## src/scsc_map.svh

```systemverilog
`ifndef SCSC_MAP_SVH
`define SCSC_MAP_SVH
// ----------------------------------------------------------------------
// Command word layout
// ----------------------------------------------------------------------
`define SCSC_WORD_W      8
`define SCSC_SUP_LSB     0
`define SCSC_SEL_BIT     2
`define SCSC_ROUTE_LSB   3
`define SCSC_CLK_LSB     5
`define SCSC_CMD_RESET   8'h00
// Idle levels of the synchronised pins, in synchroniser bit order
`define SCSC_SYNC_IDLE   12'hcbd
// ----------------------------------------------------------------------
// Status word layout
// ----------------------------------------------------------------------
`define SCSC_ST_FAULT    4
`define SCSC_ST_ATR      5
`define SCSC_ST_READY    6
`define SCSC_ST_PRESENT  7
// ----------------------------------------------------------------------
// Undervoltage threshold, millivolts (analog comparator outside)
// ----------------------------------------------------------------------
`define SCSC_UV_MV       1230
`endif

```

## src/scsc_pkg.sv

```systemverilog
package scsc_pkg;
  // Card supply codes
  typedef enum logic [1:0] {
    SUP_OFF = 2'h0,
    SUP_1V8 = 2'h1,
    SUP_3V  = 2'h2,
    SUP_5V  = 2'h3
  } scsc_sup_t;
  // Host data line routing
  typedef enum logic [1:0] {
    RT_NONE = 2'h0,
    RT_C4   = 2'h1,
    RT_C8   = 2'h2,
    RT_IO   = 2'h3
  } scsc_route_t;
  // Card clock modes
  typedef enum logic [2:0] {
    CK_SYNC  = 3'h0,
    CK_BIDIR = 3'h1,
    CK_STOPL = 3'h2,
    CK_STOPH = 3'h3,
    CK_DIV1  = 3'h4,
    CK_DIV2  = 3'h5,
    CK_DIV4  = 3'h6,
    CK_DIV8  = 3'h7
  } scsc_ckmode_t;
  // Command word as loaded
  typedef struct packed {
    scsc_ckmode_t ckmode;
    scsc_route_t  route;
    logic         sel;
    scsc_sup_t    sup;
  } scsc_cmd_t;
  // Card contact drive group
  typedef struct packed {
    logic rst;
    logic clk;
    logic clk_oe;
    logic io;
    logic io_oe;
    logic c4;
    logic c8;
  } scsc_card_t;
endpackage : scsc_pkg

```

## src/scsc_top.sv

```systemverilog
// Operation
// - Each shift clock rising edge with load strobe high shifts one serial input bit into the shift register.
// - Status bits leave on the serial output, one per shift clock, while commands enter.
// - Load strobe falling edge copies shift register into command register, taking effect.
// - Load strobe rising edge captures card status into the shift register.
// - Devices chain serial output to serial input, sharing shift clock and load strobe.
// - Selected card reset contact follows reset input.
// - Deselected card reset contact holds its value from deselection.
// - Synchronous mode with card selected: card clock follows sync clock input.
// - Synchronous mode deselected: card clock holds its value from deselection.
// - Bidirectional mode with card selected: a low on sync clock or card clock passes across.
// - Asynchronous divide modes drive card clock with free clock divided 1, 2, 4, 8.
// - Clock-stop modes hold card clock low or high as commanded.
// - Fault output is open drain, the inverse of status bit four.
// - Undervoltage sense starts card deactivation automatically.
// - Card supply set to 0V, 1.8V, 3V or 5V from supply field.
// - Selected card with I/O routed links card I/O both ways to host data.
// - Deselected card I/O returns to idle high.
// - With no contact routed, host data line is released.
// - With card selected, routed C4 or C8 follows host data one way; otherwise holds last value.
// - Card detect input senses card presence.
// - Word is eight bits, bit seven shifted first.
// - Bits 1:0 pick supply: off, 1.8V, 3V, 5V.
// - Bits 7:5 pick clock mode from synchronous to divide by eight.
// - Bits 4:3 route host data: none, C4, C8, card I/O.
`timescale 1ns/1ns
`default_nettype none
`include "scsc_map.svh"

module scsc_top
  import scsc_pkg::*;
(
  // Clock and reset
  input  wire logic       MCLK_I,
  input  wire logic       RESETN_I,
  // Serial control port
  input  wire logic       SCLK_I,
  input  wire logic       LOAD_STROBE_N_I,
  input  wire logic       DIN_I,
  output var  logic       DOUT_O,
  // Host side card signals
  input  wire logic       RESET_IN_I,
  input  wire logic       SYNC_CLOCK_IN_I,
  output var  logic       SYNC_CLOCK_O,
  output var  logic       SYNC_CLOCK_OE_O,
  input  wire logic       FREE_CLOCK_IN_I,
  input  wire logic       DATA_I,
  output var  logic       DATA_O,
  output var  logic       DATA_OE_O,
  // Card contacts
  output var  logic       CARD_RST_O,
  input  wire logic       CARD_CLK_I,
  output var  logic       CARD_CLK_O,
  output var  logic       CARD_CLK_OE_O,
  input  wire logic       CARD_IO_I,
  output var  logic       CARD_IO_O,
  output var  logic       CARD_IO_OE_O,
  output var  logic       CARD_C4_O,
  output var  logic       CARD_C8_O,
  input  wire logic       CARD_DETECT_N_I,
  // Supply and supervision
  output var  logic [1:0] SUPPLY_SEL_O,
  input  wire logic       SUPPLY_READY_I,
  input  wire logic       ELEC_FAULT_I,
  input  wire logic       ATR_FAULT_I,
  input  wire logic       UNDERVOLTAGE_SENSE_N_I,
  output var  logic       FAULT_FLAG_N_O,
  output var  logic       FAULT_FLAG_N_OE_O
);

  // ----------------------------------------------------------------------
  // Input synchronisers
  // ----------------------------------------------------------------------
  localparam int NS = 12;
  logic [NS-1:0] raw_in;
  logic [NS-1:0] meta_ff;
  logic [NS-1:0] sync_ff;
  assign raw_in = {SCLK_I, LOAD_STROBE_N_I, DIN_I, RESET_IN_I, SYNC_CLOCK_IN_I,
                   FREE_CLOCK_IN_I, DATA_I, CARD_CLK_I, CARD_IO_I, CARD_DETECT_N_I,
                   ELEC_FAULT_I, UNDERVOLTAGE_SENSE_N_I};

  // Two stages for each of the twelve pins in raw_in; first stage feeds only the second.
  // Reset to idle levels so no false edge or fault follows reset.
  always_ff @(posedge MCLK_I) begin
    if (!RESETN_I) begin
      meta_ff <= `SCSC_SYNC_IDLE;
      sync_ff <= `SCSC_SYNC_IDLE;
    end else begin
      meta_ff <= raw_in;
      sync_ff <= meta_ff;
    end
  end

  logic s_sclk, s_ld_n, s_din, s_rin, s_sync, s_free, s_data, s_cclk, s_cio;
  logic s_det_n, s_efault, s_uv_n;
  assign {s_sclk, s_ld_n, s_din, s_rin, s_sync, s_free, s_data, s_cclk, s_cio,
          s_det_n, s_efault, s_uv_n} = sync_ff;

  // Slow-changing status inputs come from on-chip logic, same clock
  logic atr_fault;
  logic sup_ready;
  assign atr_fault = ATR_FAULT_I;
  assign sup_ready = SUPPLY_READY_I;

  // ----------------------------------------------------------------------
  // Edge detection on synchronised pins
  // ----------------------------------------------------------------------
  logic sclk_d_ff, ld_d_ff, free_d_ff;
  always_ff @(posedge MCLK_I) begin
    if (!RESETN_I) begin
      sclk_d_ff <= 1'b1;
      ld_d_ff   <= 1'b1;
      free_d_ff <= 1'b0;
    end else begin
      sclk_d_ff <= s_sclk;
      ld_d_ff   <= s_ld_n;
      free_d_ff <= s_free;
    end
  end

  logic sclk_rise, ld_fall, ld_rise, free_rise;
  assign sclk_rise = s_sclk & ~sclk_d_ff;
  assign ld_fall   = ~s_ld_n & ld_d_ff;
  assign ld_rise   = s_ld_n & ~ld_d_ff;
  assign free_rise = s_free & ~free_d_ff;

  // ----------------------------------------------------------------------
  // Status word
  // ----------------------------------------------------------------------
  logic [`SCSC_WORD_W-1:0] status;
  always_comb begin
    status = 8'h00;
    status[`SCSC_ST_FAULT]   = s_efault;
    status[`SCSC_ST_ATR]     = atr_fault;
    status[`SCSC_ST_READY]   = sup_ready;
    status[`SCSC_ST_PRESENT] = ~s_det_n;    // switch closes to ground
  end

  // ----------------------------------------------------------------------
  // Shift register and serial output
  // ----------------------------------------------------------------------
  // The host raises SCLK while the strobe is low, but shifting is gated off
  // then, so the shift and the capture never meet; capture is given priority anyway.
  logic [`SCSC_WORD_W-1:0] shift_ff;
  always_ff @(posedge MCLK_I) begin
    if (!RESETN_I) begin
      shift_ff <= 8'h00;
    end else if (ld_rise) begin
      shift_ff <= status;
    end else if (sclk_rise && s_ld_n) begin
      shift_ff <= {shift_ff[`SCSC_WORD_W-2:0], s_din};
    end
  end

  // Serial output is the MSB, ready for the next stage in a chain
  always_ff @(posedge MCLK_I) begin
    if (!RESETN_I) begin
      DOUT_O <= 1'b0;
    end else begin
      DOUT_O <= shift_ff[`SCSC_WORD_W-1];
    end
  end

  // ----------------------------------------------------------------------
  // Command register and forced shutdown
  // ----------------------------------------------------------------------
  scsc_cmd_t cmd_ff;
  logic      shut_ff;
  logic      uv_d_ff;
  logic      fault_d_ff;
  logic      deact_evt;
  assign deact_evt = (~s_uv_n & uv_d_ff) | (s_efault & ~fault_d_ff);

  always_ff @(posedge MCLK_I) begin
    if (!RESETN_I) begin
      cmd_ff <= scsc_cmd_t'(`SCSC_CMD_RESET);
    end else if (ld_fall) begin
      cmd_ff <= scsc_cmd_t'(shift_ff);
    end
  end

  // Deactivation latch; a new event wins over a fresh load
  always_ff @(posedge MCLK_I) begin
    if (!RESETN_I) begin
      shut_ff    <= 1'b0;
      uv_d_ff    <= 1'b1;
      fault_d_ff <= 1'b0;
    end else begin
      uv_d_ff    <= s_uv_n;
      fault_d_ff <= s_efault;
      if (deact_evt || !s_uv_n) begin
        shut_ff <= 1'b1;
      end else if (ld_fall) begin
        shut_ff <= 1'b0;
      end
    end
  end

  // Effective settings
  logic        sel;
  scsc_route_t route;
  assign sel   = cmd_ff.sel & ~shut_ff & (cmd_ff.sup != SUP_OFF);
  assign route = cmd_ff.route;

  // Supply selection
  always_ff @(posedge MCLK_I) begin
    if (!RESETN_I) begin
      SUPPLY_SEL_O <= SUP_OFF;
    end else begin
      SUPPLY_SEL_O <= shut_ff ? SUP_OFF : cmd_ff.sup;
    end
  end

  // ----------------------------------------------------------------------
  // Asynchronous clock divider
  // ----------------------------------------------------------------------
  logic [2:0] div_ff;
  always_ff @(posedge MCLK_I) begin
    if (!RESETN_I) begin
      div_ff <= 3'h0;
    end else if (free_rise) begin
      div_ff <= div_ff + 3'h1;
    end
  end

  function automatic logic div_clk(input scsc_ckmode_t m, input logic f,
                                   input logic [2:0] d);
    case (m)
      CK_DIV1: div_clk = f;
      CK_DIV2: div_clk = d[0];
      CK_DIV4: div_clk = d[1];
      CK_DIV8: div_clk = d[2];
      CK_STOPH: div_clk = 1'b1;
      default: div_clk = 1'b0;
    endcase
  endfunction : div_clk

  // ----------------------------------------------------------------------
  // Card contact drive
  // ----------------------------------------------------------------------
  scsc_card_t card_ff;
  scsc_card_t nxt_card;
  always_comb begin
    nxt_card = card_ff;
    nxt_card.clk_oe = 1'b1;
    if (sel) begin
      nxt_card.rst = s_rin;
    end                                                   // holds
    case (cmd_ff.ckmode)
      CK_SYNC: begin
        if (sel) nxt_card.clk = s_sync;
      end
      CK_BIDIR: begin
        nxt_card.clk    = 1'b0;
        nxt_card.clk_oe = sel & ~s_sync & ~SYNC_CLOCK_OE_O;
      end
      CK_STOPL, CK_STOPH: nxt_card.clk = div_clk(cmd_ff.ckmode, s_free, div_ff);
      default: nxt_card.clk = div_clk(cmd_ff.ckmode, s_free, div_ff);
    endcase
    // Card I/O is open drain with idle high
    nxt_card.io    = 1'b0;
    nxt_card.io_oe = sel && route == RT_IO && !s_data && !DATA_OE_O;
    if (sel && route == RT_C4) nxt_card.c4 = s_data;
    if (sel && route == RT_C8) nxt_card.c8 = s_data;
  end

  always_ff @(posedge MCLK_I) begin
    if (!RESETN_I) begin
      card_ff <= '0;
    end else begin
      card_ff <= nxt_card;
    end
  end

  assign CARD_RST_O    = card_ff.rst;
  assign CARD_CLK_O    = card_ff.clk;
  assign CARD_CLK_OE_O = card_ff.clk_oe;
  assign CARD_IO_O     = card_ff.io;
  assign CARD_IO_OE_O  = card_ff.io_oe;
  assign CARD_C4_O     = card_ff.c4;
  assign CARD_C8_O     = card_ff.c8;

  // ----------------------------------------------------------------------
  // Host side drives
  // ----------------------------------------------------------------------
  // Echoing a low we drive ourselves would latch the pair low, so
  // each side only passes a low it did not drive
  always_ff @(posedge MCLK_I) begin
    if (!RESETN_I) begin
      DATA_O          <= 1'b0;
      DATA_OE_O       <= 1'b0;
      SYNC_CLOCK_O    <= 1'b0;
      SYNC_CLOCK_OE_O <= 1'b0;
    end else begin
      DATA_O          <= 1'b0;
      DATA_OE_O       <= sel && route == RT_IO && !s_cio && !card_ff.io_oe;
      SYNC_CLOCK_O    <= 1'b0;
      SYNC_CLOCK_OE_O <= sel && cmd_ff.ckmode == CK_BIDIR && !s_cclk
                         && !card_ff.clk_oe;
    end
  end

  // Fault pin pulls low while an electrical fault is reported
  always_ff @(posedge MCLK_I) begin
    if (!RESETN_I) begin
      FAULT_FLAG_N_O    <= 1'b0;
      FAULT_FLAG_N_OE_O <= 1'b0;
    end else begin
      FAULT_FLAG_N_O    <= 1'b0;
      FAULT_FLAG_N_OE_O <= status[`SCSC_ST_FAULT];
    end
  end

  // ----------------------------------------------------------------------
  // Checks
  // ----------------------------------------------------------------------
  AST_LOAD_CMD: assert property (@(posedge MCLK_I) disable iff (!RESETN_I)
    ld_fall |=> cmd_ff == scsc_cmd_t'($past(shift_ff)))
    else $error("command not loaded on strobe fall");
  AST_CAPTURE: assert property (@(posedge MCLK_I) disable iff (!RESETN_I)
    ld_rise |=> shift_ff == $past(status))
    else $error("status not captured on strobe rise");
  AST_SHIFT: assert property (@(posedge MCLK_I) disable iff (!RESETN_I)
    (sclk_rise && s_ld_n && !ld_rise) |=> shift_ff[0] == $past(s_din))
    else $error("serial bit not shifted in");
  AST_DOUT: assert property (@(posedge MCLK_I) disable iff (!RESETN_I)
    ##1 DOUT_O == $past(shift_ff[7]))
    else $error("serial output not msb");
  AST_RST_HOLD: assert property (@(posedge MCLK_I) disable iff (!RESETN_I)
    (!sel && $past(!sel)) |=> $stable(CARD_RST_O))
    else $error("reset contact moved while deselected");
  AST_SHUTDOWN: assert property (@(posedge MCLK_I) disable iff (!RESETN_I)
    deact_evt |=> ##1 SUPPLY_SEL_O == SUP_OFF)
    else $error("supply not forced off");
  AST_FAULT_PIN: assert property (@(posedge MCLK_I) disable iff (!RESETN_I)
    s_efault |=> FAULT_FLAG_N_OE_O && !FAULT_FLAG_N_O)
    else $error("fault pin not pulled low");
  AST_DATA_REL: assert property (@(posedge MCLK_I) disable iff (!RESETN_I)
    (route == RT_NONE) |=> !DATA_OE_O)
    else $error("data line driven with no route");
  AST_STOP: assert property (@(posedge MCLK_I) disable iff (!RESETN_I)
    (cmd_ff.ckmode == CK_STOPH) |=> CARD_CLK_O)
    else $error("clock not held high");

endmodule : scsc_top
`default_nettype wire

```

## config.mk

```make
export PLATFORM = sky130hd
export DESIGN_NAME = scsc_top
export DESIGN_NICKNAME = d
export VERILOG_FILES = /design/src/scsc_pkg.sv /design/src/scsc_top.sv
export VERILOG_INCLUDE_DIRS = /design/src /design/src/src
export SDC_FILE = /design/constraint.sdc
export NUM_CORES = 1
export LEC_CHECK = 0
export ABC_AREA = 1
export BUFFER_PORTS_ARGS = -buffer_cell sky130_fd_sc_hd__buf_2
export CORE_MARGIN = 4
export CORE_UTILIZATION = 45
export CTS_CLUSTER_SIZE = 28
export DETAILED_ROUTE_END_ITERATION = 7
export PLACE_DENSITY = 0.63
export SLEW_MARGIN = 20
export SYNTH_ARGS = -nofsm -noshare
export SYNTH_HDL_FRONTEND = slang
export SYNTH_SLANG_ARGS = --single-unit
```

## constraint.sdc

```tcl
create_clock -name MCLK_I -period 1.1 [get_ports MCLK_I]
set_input_delay 0.11 -clock MCLK_I [delete_from_list [all_inputs] [get_ports MCLK_I]]
set_output_delay 0.11 -clock MCLK_I [all_outputs]
set_load 0.05 [all_outputs]
```

==> run summary, run 1 <==
Status -> finished clean
Flip-flop and latch area -> 0.00118 mm2
1st-pass router iterations -> 4
Vias -> 1576
Area of the multi-input gates -> 729 um2
Fmax -> 0.963 GHz
Leakage -> 1.28 nW
Final Skew -> 0.00410 ns
Dominant cell type by area after synthesis -> dfxtp_1
Compound-gate portion of the synthesized area -> 0.0770
Buffer count from post-CTS setup fixing -> 0
# fillers -> 438
Fin crit period -> 1.04 ns
Port Buffers -> 27
Yosys Warn Count -> 0
CP max-delay cell -> dfxtp_1
Tcrit/Tclk final -> 0.944
Initial antenna violation count -> 0
WL per Instance -> 10.0 um
Die area -> 0.00577 mm2
Largest family of logic cells by synthesized area -> simple AND/OR/NAND/NOR gates
Max cap viols -> 0
Cells after Synth -> 252
Crit Path Category -> register to output pin
Die Wd -> 76.0 um
Tot GR Track Use -> 0.141
Synthesized area per cell -> 8.25 um2
Post-DRT Antenna Nets -> 0
Setup crit start kind -> register
Core ar. -> 0.00441 mm2
Pins Over Slew Limit -> 0
GRT met1 Usage -> 0.151
Share of cells above drive strength 1 -> 0.240
DRC errors left -> 0
IO Count -> 32
Root Buffer -> clkbuf_8
Initial DRC count -> 28
Aggregate routed wire length -> 3.53 mm
Delay-heaviest family, CP -> flip-flops
Register clock-pin slew on the reported worst setup and hold paths -> 0.06 ns
Area grow syn2layout -> 23.4%
Fin Setup TNS -> 0 ns
GRT Max-Usage Layer -> met2
Commonest cells after routing, fill and taps aside -> 57 x dfxtp_1, 40 x nand2_1, 31 x inv_1
Met2 usage -> 0.236
Top post-synthesis cells by area -> dfxtp_1 57%, nand2_1 7.4%, inv_1 5.8%, nor2_1 5.1%, or2_2 4.2%
Post-Synth Adder-Cell Area -> 0.00602
Worst EP required -> 0.99 ns
CTS sink cnt -> 59
DIE HEIGHT -> 76.0 um
Crit path largest cell delay -> 0.34 ns
Final Setup Violations -> 0
N_diodes -> 0
Crit. End Element -> output pin
H-tree levels -> 3
Pwr dens -> 1690 mW/mm2
Congestion Overflow GR -> 0
Top cell type's share of synthesized area -> 0.568
Gpl congestion -> 0.776
Tightest Hold Check Type -> input port to register
FP Rows -> 24
Insertion delay to the later sink of the worst-skew pair -> 0.32 ns
Worst Path Buf+Inv -> 1
M3 GR Usage -> 0.0615
Most common library cell in the layout ignoring fill and taps -> dfxtp_1
Final net count -> 313
Seq cells post-synth -> 59
Maximum buffer depth of the clock tree -> 2
Largest net degree at the start of global routing -> 35
Util after Layout -> 0.581
Vias in the first global route -> 1547
TritonCTS Buffers -> 9
Cell area after synthesis -> 0.00208 mm2
CP max FO -> 2
Global-route wire length before repair -> 6.54 mm
Cell Chain, Critical Path -> buf_2
Post-synthesis xor/xnor area fraction -> 0.00421
CTS tree -> done
Share of synthesized cell area in and, or, nand and nor gates -> 0.242
Worst EP arrival -> 0.93 ns
Initial cell density of the core -> 0.471
Maximum vdd drop -> 0.000811 V
Detailed placer's ending HPWL -> 2.39 mm
Mux contribution to synthesized area -> 0
DR vias/cell -> 4.48
Final hold violation count -> 0
Register area share after synthesis -> 0.568
Synth unique cells -> 28
RSZ-0062 raised after global routing -> no
[cell type report]
type,instances,share of cell area
Clock inverter,2,0.00390
Tap cell,52,0.0254
Timing Repair Buffer,41,0.105
Clock buffer,13,0.0658
Multi-Input combinational cell,148,0.284
Inverter,37,0.0541
Sequential cell,59,0.461
[what timing repair did]
item,4_1_cts,5_1_grt
hold buffers,12,0
endpoints found under the hold margin,12,0
gates resized for setup,0,10
endpoints found under the setup margin,0,23
[routing by layer]
| layer | wire [um] | up-vias |
|---|---|---|
| li1 | - | 863 |
| met1 | 1560 | 681 |
| met2 | 1740 | 25 |
| met3 | 174 | 7 |
| met4 | 55 | 0 |
| met5 | 0 | - |
[state kept, by name, indices dropped and copies added, names as in the netlist]
name / cells
DATA_OE_O: 1
cmd_ff: 6
sync_ff: 12
DOUT_O: 1
shut_ff: 1
ld_d_ff: 1
CARD_CLK_O: 1
shift_ff: 8
SYNC_CLOCK_OE_O: 1
SUPPLY_SEL_O: 2
CARD_C4_O: 1
div_ff: 3
CARD_C8_O: 1
CARD_RST_O: 1
FAULT_FLAG_N_OE_O: 1
CARD_IO_OE_O: 1
sclk_d_ff: 1
route: 2
CARD_CLK_OE_O: 1
free_d_ff: 1
meta_ff: 12
[per-stage QoR]
step           setup slack, ns  hold slack, ns  power [mW]  cells  cell area (um2)
4_1_cts                 0.0229          0.0792        4.39    352             2530
3_3_place_gp            0.0600           0.291        2.61    325             2240
3_5_place_dp            0.0405           0.298        2.62    325             2240
2_1_floorplan          0.00694           0.208        2.55    255             2090
5_1_grt                0.00200           0.112        4.56    352             2570
6_report                0.0620          0.0895        4.33    352             2570
[synth_stat cells]
cell type  count
dfxtp_1       59
nand2_1       41
inv_1         32
nor2_1        28
nand3_1       15
or2_2         14
a21oi_1       13
o21ai_0       11
o21ai_1        5
buf_2          4
buf_4          4
inv_2          4
nor3_1         3
or2_1          3
nand2_2        2
nand4_1        2
a22oi_1        1
buf_6          1
clkbuf_1       1
clkbuf_2       1
clkinv_1       1
conb_1         1
ha_1           1
nand3b_2       1
nor2_2         1
nor4_1         1
o21a_1         1
xor2_1         1
[cell families after synthesis]
kind of cell,count (synthesis)
AO/OA/AOI/OAI,31
AND/OR/NAND/NOR,111
flip-flops,59
adder cells (fa/ha/maj),1
other,1
XOR/XNOR,1
buffers and inverters,48
[worst paths after layout]
check,from,end,slack (ns),cells past startpoint
worst max-delay path,CARD_RST_O,CARD_RST_O,0.06,1
worst min-delay path,ATR_FAULT_I,shift_ff[5],0.09,5
worst max register to register,sync_ff[10],shift_ff[7],0.11,5
worst min register to register,meta_ff[10],sync_ff[10],0.41,1
[power by group]
| part | internal (mW) | total, mW | switching, mW | leakage, nW |
|---|---|---|---|---|
| clock | 0.981 | 1.72 | 0.738 | 0.0953 |
| sequential | 2.22 | 2.27 | 0.0452 | 0.483 |
| combinational | 0.133 | 0.338 | 0.204 | 0.701 |
| total | 3.34 | 4.33 | 0.987 | 1.28 |
No activity file was read; power rests on OpenSTA's default activity.
==> inputs of run 2 (changes only) <==
clock period = 1.01 ns   (was 1.1 ns; I/O delays follow)
==> run 2 against run 1 <==
Effect of this change:
- setup slack got worse by 0.013 ns
- power up 12%
- hold slack lost 0.0034 ns
- critical path depth did not move
- non-clock buffer count rose by 9
- combinational power up 24%
- clock power rose by 13%
- sequential power increased by 8.8%
- sequential share of layout area down 2.6 points
- via count up 2.2%
- global-route usage fell by 0.26 points
- count of clock-buffer cells in the layout decreased by 1
- critical path type unchanged
- largest power group unchanged
==> run summary, run 2 (synthesis results as in run 1) <==
Insertion delay to the later sink of the worst-skew pair -> 0.32 ns (about the same)
CP max-delay cell -> dfxtp_1 (unchanged)
DR vias/cell -> 4.46 (was 4.48)
1st-pass router iterations -> 4 (unchanged)
IO Count -> 32 (unchanged)
DRC errors left -> 0 (unchanged)
Buffer count from post-CTS setup fixing -> 0 (unchanged)
GRT Max-Usage Layer -> met2 (unchanged)
Worst Path Buf+Inv -> 1 (unchanged)
Cell Chain, Critical Path -> buf_4 (was buf_2)
Global-route wire length before repair -> 6.34 mm (was 6.54 mm)
Pwr dens -> 1770 mW/mm2 (was 1690 mW/mm2)
CTS tree -> done (unchanged)
Fin Setup TNS -> 0 ns (unchanged)
Port Buffers -> 27 (unchanged)
Util after Layout -> 0.620 (was 0.581)
Final Skew -> 0.00335 ns (was 0.00410 ns)
Register clock-pin slew on the reported worst setup and hold paths -> 0.06 ns (about the same)
Largest net degree at the start of global routing -> 35 (unchanged)
Met2 usage -> 0.240 (was 0.236)
Die Wd -> 76.0 um (unchanged)
Die area -> 0.00577 mm2 (unchanged)
Worst EP required -> 0.91 ns (was 0.99 ns)
Crit Path Category -> register to output pin (unchanged)
Max cap viols -> 0 (unchanged)
Final hold violation count -> 0 (unchanged)
Initial antenna violation count -> 0 (unchanged)
CP max FO -> 2 (unchanged)
Setup crit start kind -> register (unchanged)
GRT met1 Usage -> 0.144 (was 0.151)
Final Setup Violations -> 0 (unchanged)
TritonCTS Buffers -> 9 (unchanged)
Congestion Overflow GR -> 0 (unchanged)
N_diodes -> 0 (unchanged)
FP Rows -> 24 (unchanged)
Leakage -> 1.33 nW (was 1.28 nW)
Status -> finished clean (unchanged)
Pins Over Slew Limit -> 0 (unchanged)
Share of cells above drive strength 1 -> 0.288 (was 0.240)
Most common library cell in the layout ignoring fill and taps -> dfxtp_1 (unchanged)
Post-DRT Antenna Nets -> 0 (unchanged)
CTS sink cnt -> 59 (unchanged)
Core ar. -> 0.00441 mm2 (unchanged)
Tightest Hold Check Type -> input port to register (unchanged)
Area grow syn2layout -> 31.6% (was 23.4%)
Root Buffer -> clkbuf_8 (unchanged)
Biggest regs -> meta_ff: 12 flops, sync_ff: 12 flops, shift_ff: 8 flops (unchanged)
Placed Area -> 0.00232 mm2 (was 0.00224 mm2)
Initial DRC count -> 55 (was 28)
Crit. End Element -> output pin (unchanged)
Maximum vdd drop -> 0.00127 V (was 0.000811 V)
Fin crit period -> 0.961 ns
Gpl congestion -> 0.800 (was 0.776)
Vias in the first global route -> 1491 (was 1547)
Worst EP arrival -> 0.86 ns (was 0.93 ns)
H-tree levels -> 3 (unchanged)
DIE HEIGHT -> 76.0 um (unchanged)
WL per Instance -> 10.3 um (was 10.0 um)
Tcrit/Tclk final -> 0.951
Maximum buffer depth of the clock tree -> 2 (unchanged)
Vias -> 1611 (was 1576)
Crit path largest cell delay -> 0.34 ns (about the same)
M3 GR Usage -> 0.0650 (was 0.0615)
Fmax -> 1.04 GHz
Finished Cell Area -> 0.00274 mm2 (was 0.00257 mm2)
Tot GR Track Use -> 0.139 (was 0.141)
Aggregate routed wire length -> 3.74 mm (was 3.53 mm)
Initial cell density of the core -> 0.471 (unchanged)
Tot Pwr -> 4.83 mW (was 4.33 mW)
Final net count -> 322 (was 313)
Commonest cells after routing, fill and taps aside -> 53 x dfxtp_1, 39 x nand2_1, 30 x inv_1 (was 57 x dfxtp_1, 40 x nand2_1, 31 x inv_1)
Delay-heaviest family, CP -> flip-flops (unchanged)
RSZ-0062 raised after global routing -> yes (was no)
Detailed placer's ending HPWL -> 2.49 mm (was 2.39 mm)
-- run 2: changes by cell type in the layout (fill, tap and decap cells not counted), moves of 3 or more --
cell	previous run	this run
buf_4	2	18
buf_2	27	15
dfxtp_1	57	53
clkbuf_8	12	9
dfxtp_2	2	5
o21ai_0	11	8
o21ai_1	5	8
-- run 2: routing by layer --
metal / wire length, um / share of wire / vias up
met5: 0 / 0 / -
met4: 43 / 0.012 / 0
met3: 169 / 0.045 / 4
met2: 1890 / 0.51 / 22
met1: 1630 / 0.44 / 710
li1: - / - / 875
-- run 2: repair_timing --
action,in CTS,in global routing
pin swaps,0,2
hold buffers,12,0
endpoints found under the setup margin,14,29
resized for setup,13,31
hold endpoints to repair,12,0
-- run 2: per-stage QoR --
stage | worst slack [ns] | std cells | hold WS (ns)
finish | 0.0492 | 361 | 0.0861
global route | -0.0260 | 361 | 0.105
CTS | 0.000679 | 361 | 0.0792
detailed placement | -0.0419 | 334 | 0.285
global placement | -0.00410 | 334 | 0.282
floorplan | 0.0232 | 255 | 0.199
-- run 2: path summary, 6_finish.rpt --
kind | start | cells after the start | to | slack, ns
worst max-delay path | CARD_IO_OE_O | 1 | CARD_IO_OE_O | 0.05
worst min-delay path | ATR_FAULT_I | 5 | shift_ff[5] | 0.09
worst max register to register | cmd_ff[2] | 7 | CARD_CLK_O | 0.06
worst min register to register | meta_ff[10] | 1 | sync_ff[10] | 0.40
-- run 2: where the power goes --
| group | internal (mW) | leakage (nW) | total, mW | switching [mW] |
|---|---|---|---|---|
| Sequential | 2.42 | 0.484 | 2.47 | 0.0520 |
| Combinational | 0.180 | 0.754 | 0.419 | 0.239 |
| Clock | 1.12 | 0.0902 | 1.94 | 0.820 |
-- run 2: final cells by class --
type / count / area [um2]
fill: 402 / 1680
sequential: 59 / 1190
multi-input combinational: 148 / 772
timing repair buffer: 50 / 388
inverter: 37 / 146
clock buffer: 12 / 135
tap: 52 / 65.1
clock inverter: 3 / 40.0
==> inputs of run 3 (changes only) <==
MAX_ROUTING_LAYER = met4   (was not set)
==> run 3 against run 2 <==
Effect of this change:
- clock skew hardly changed
- hold slack better by 0.0033 ns
- final cell count stayed put
- count of clock-buffer cells in the layout stayed put
- via count is 0.43% higher
- global-route usage is 0.47 points higher
- combinational power hardly changed
- sequential share of layout area stayed put
- highest routed layer unchanged
==> run summary, run 3 (synthesis results as in run 1) <==
DRC errors left -> 0 (unchanged)
Worst EP required -> 0.91 ns (about the same)
Area grow syn2layout -> 31.6% (unchanged)
Core ar. -> 0.00441 mm2 (unchanged)
DR vias/cell -> 4.48 (was 4.46)
Tightest Hold Check Type -> input port to register (unchanged)
Crit Path Category -> register to output pin (unchanged)
Pins Over Slew Limit -> 0 (unchanged)
Max cap viols -> 0 (unchanged)
FP Rows -> 24 (unchanged)
H-tree levels -> 3 (unchanged)
Initial antenna violation count -> 0 (unchanged)
Worst EP arrival -> 0.86 ns (about the same)
CP max FO -> 2 (unchanged)
Worst Path Buf+Inv -> 1 (unchanged)
Post-placement setup slack -> -0.0419 ns (unchanged)
CP max-delay cell -> dfxtp_1 (unchanged)
Die area -> 0.00577 mm2 (unchanged)
Commonest cells after routing, fill and taps aside -> 53 x dfxtp_1, 39 x nand2_1, 30 x inv_1 (unchanged)
Crit. End Element -> output pin (unchanged)
Root Buffer -> clkbuf_8 (unchanged)
CTS sink cnt -> 59 (unchanged)
Initial cell density of the core -> 0.471 (unchanged)
1st-pass router iterations -> 2 (was 4)
Cell Chain, Critical Path -> buf_4 (unchanged)
Initial DRC count -> 58 (was 55)
Final Setup Violations -> 0 (unchanged)
Biggest regs -> meta_ff: 12 flops, sync_ff: 12 flops, shift_ff: 8 flops (unchanged)
Congestion Overflow GR -> 0 (unchanged)
Post-DRT Antenna Nets -> 0 (unchanged)
# fillers -> 402 (unchanged)
GRT met1 Usage -> 0.144 (unchanged)
Share of cells above drive strength 1 -> 0.288 (unchanged)
Delay-heaviest family, CP -> flip-flops (unchanged)
Final hold violation count -> 0 (unchanged)
Pwr dens -> 1770 mW/mm2 (about the same)
WL per Instance -> 10.4 um (was 10.3 um)
Final net count -> 322 (unchanged)
RSZ-0062 raised after global routing -> yes (unchanged)
Vias in the first global route -> 1485 (was 1491)
Tcrit/Tclk final -> 0.950 (was 0.951)
Leakage -> 1.33 nW (unchanged)
Crit path largest cell delay -> 0.34 ns (about the same)
Final WS setup -> 0.0500 ns (was 0.0492 ns)
Die Wd -> 76.0 um (unchanged)
CTS tree -> done (unchanged)
Largest net degree at the start of global routing -> 35 (unchanged)
IO Count -> 32 (unchanged)
TritonCTS Buffers -> 9 (unchanged)
Fmax -> 1.04 GHz (about the same)
Tot Pwr -> 4.83 mW (about the same)
DIE HEIGHT -> 76.0 um (unchanged)
Util after Layout -> 0.620 (unchanged)
Setup crit start kind -> register (unchanged)
Vias -> 1618 (was 1611)
Maximum vdd drop -> 0.00127 V (about the same)
N_diodes -> 0 (unchanged)
Met2 usage -> 0.240 (unchanged)
Gpl congestion -> 0.812 (was 0.800)
Insertion delay to the later sink of the worst-skew pair -> 0.32 ns (about the same)
Fin crit period -> 0.960 ns (was 0.961 ns)
Aggregate routed wire length -> 3.75 mm (was 3.74 mm)
Maximum buffer depth of the clock tree -> 2 (unchanged)
M3 GR Usage -> 0.0757 (was 0.0650)
Most common library cell in the layout ignoring fill and taps -> dfxtp_1 (unchanged)
Global-route wire length before repair -> 6.34 mm (unchanged)
Tot GR Track Use -> 0.143 (was 0.139)
Final Skew -> 0.00312 ns (was 0.00335 ns)
Register clock-pin slew on the reported worst setup and hold paths -> 0.06 ns (about the same)
GRT Max-Usage Layer -> met2 (unchanged)
Port Buffers -> 27 (unchanged)
Status -> finished clean (unchanged)
Detailed placer's ending HPWL -> 2.49 mm (unchanged)
-- run 3: cell counts in the layout (fill, tap and decap cells not counted) --
No cell type changed its count.
-- run 3: metal layers --
layer | part of all wire | vias to the layer above
met3 | 0.046 | 4
met2 | 0.50 | 24
met1 | 0.44 | 713
met5 | 0 | -
met4 | 0.011 | 0
li1 | - | 877
-- run 3: tightest hold or removal path, cell delays in order --
cell and delay, ns:
buf_2 0.08, nand2_1 0.05, nand3_1 0.07, nand2_1 0.04
inv_1 0.04
-- run 3: through the flow --
step / std cells / setup TNS (ns) / cell area, um2 / hold slack, ns
floorplan: 255 / 0 / 2090 / 0.199
CTS: 361 / 0 / 2650 / 0.0792
detailed placement: 334 / -0.129 / 2320 / 0.285
global route: 361 / -0.0349 / 2740 / 0.101
finish: 361 / 0 / 2740 / 0.0895
global placement: 334 / -0.00642 / 2320 / 0.282
-- run 3: layout make-up --
type | count | area (um2) | area share
clock buffer | 12 | 135 | 0.0494
tap | 52 | 65.1 | 0.0238
multi-input combinational | 148 | 772 | 0.282
timing repair buffer | 50 | 388 | 0.142
sequential | 59 | 1190 | 0.435
clock inverter | 3 | 40.0 | 0.0146
inverter | 37 | 146 | 0.0535
-- run 3: where the power goes --
group | internal, mW | switching [mW] | leakage, nW
registers | 2.42 | 0.0523 | 0.484
logic | 0.180 | 0.239 | 0.754
clock network | 1.12 | 0.820 | 0.0902
-- run 3: final timing paths --
| kind | depth (start not counted) | slack [ns] | to | startpoint |
|---|---|---|---|---|
| setup reg to reg | 7 | 0.07 | CARD_CLK_O | cmd_ff[2] |
| setup / recovery | 1 | 0.05 | CARD_IO_OE_O | CARD_IO_OE_O |
| hold / removal | 5 | 0.09 | shift_ff[5] | ATR_FAULT_I |
| hold reg to reg | 1 | 0.40 | sync_ff[10] | meta_ff[10] |
-- run 3: repair_timing --
action	in CTS	in global routing
setup endpoints to repair	14	29
pin swaps	0	2
hold buffers	12	0
gates resized for setup	13	31
setup buffers	0	0
hold endpoints to repair	12	0
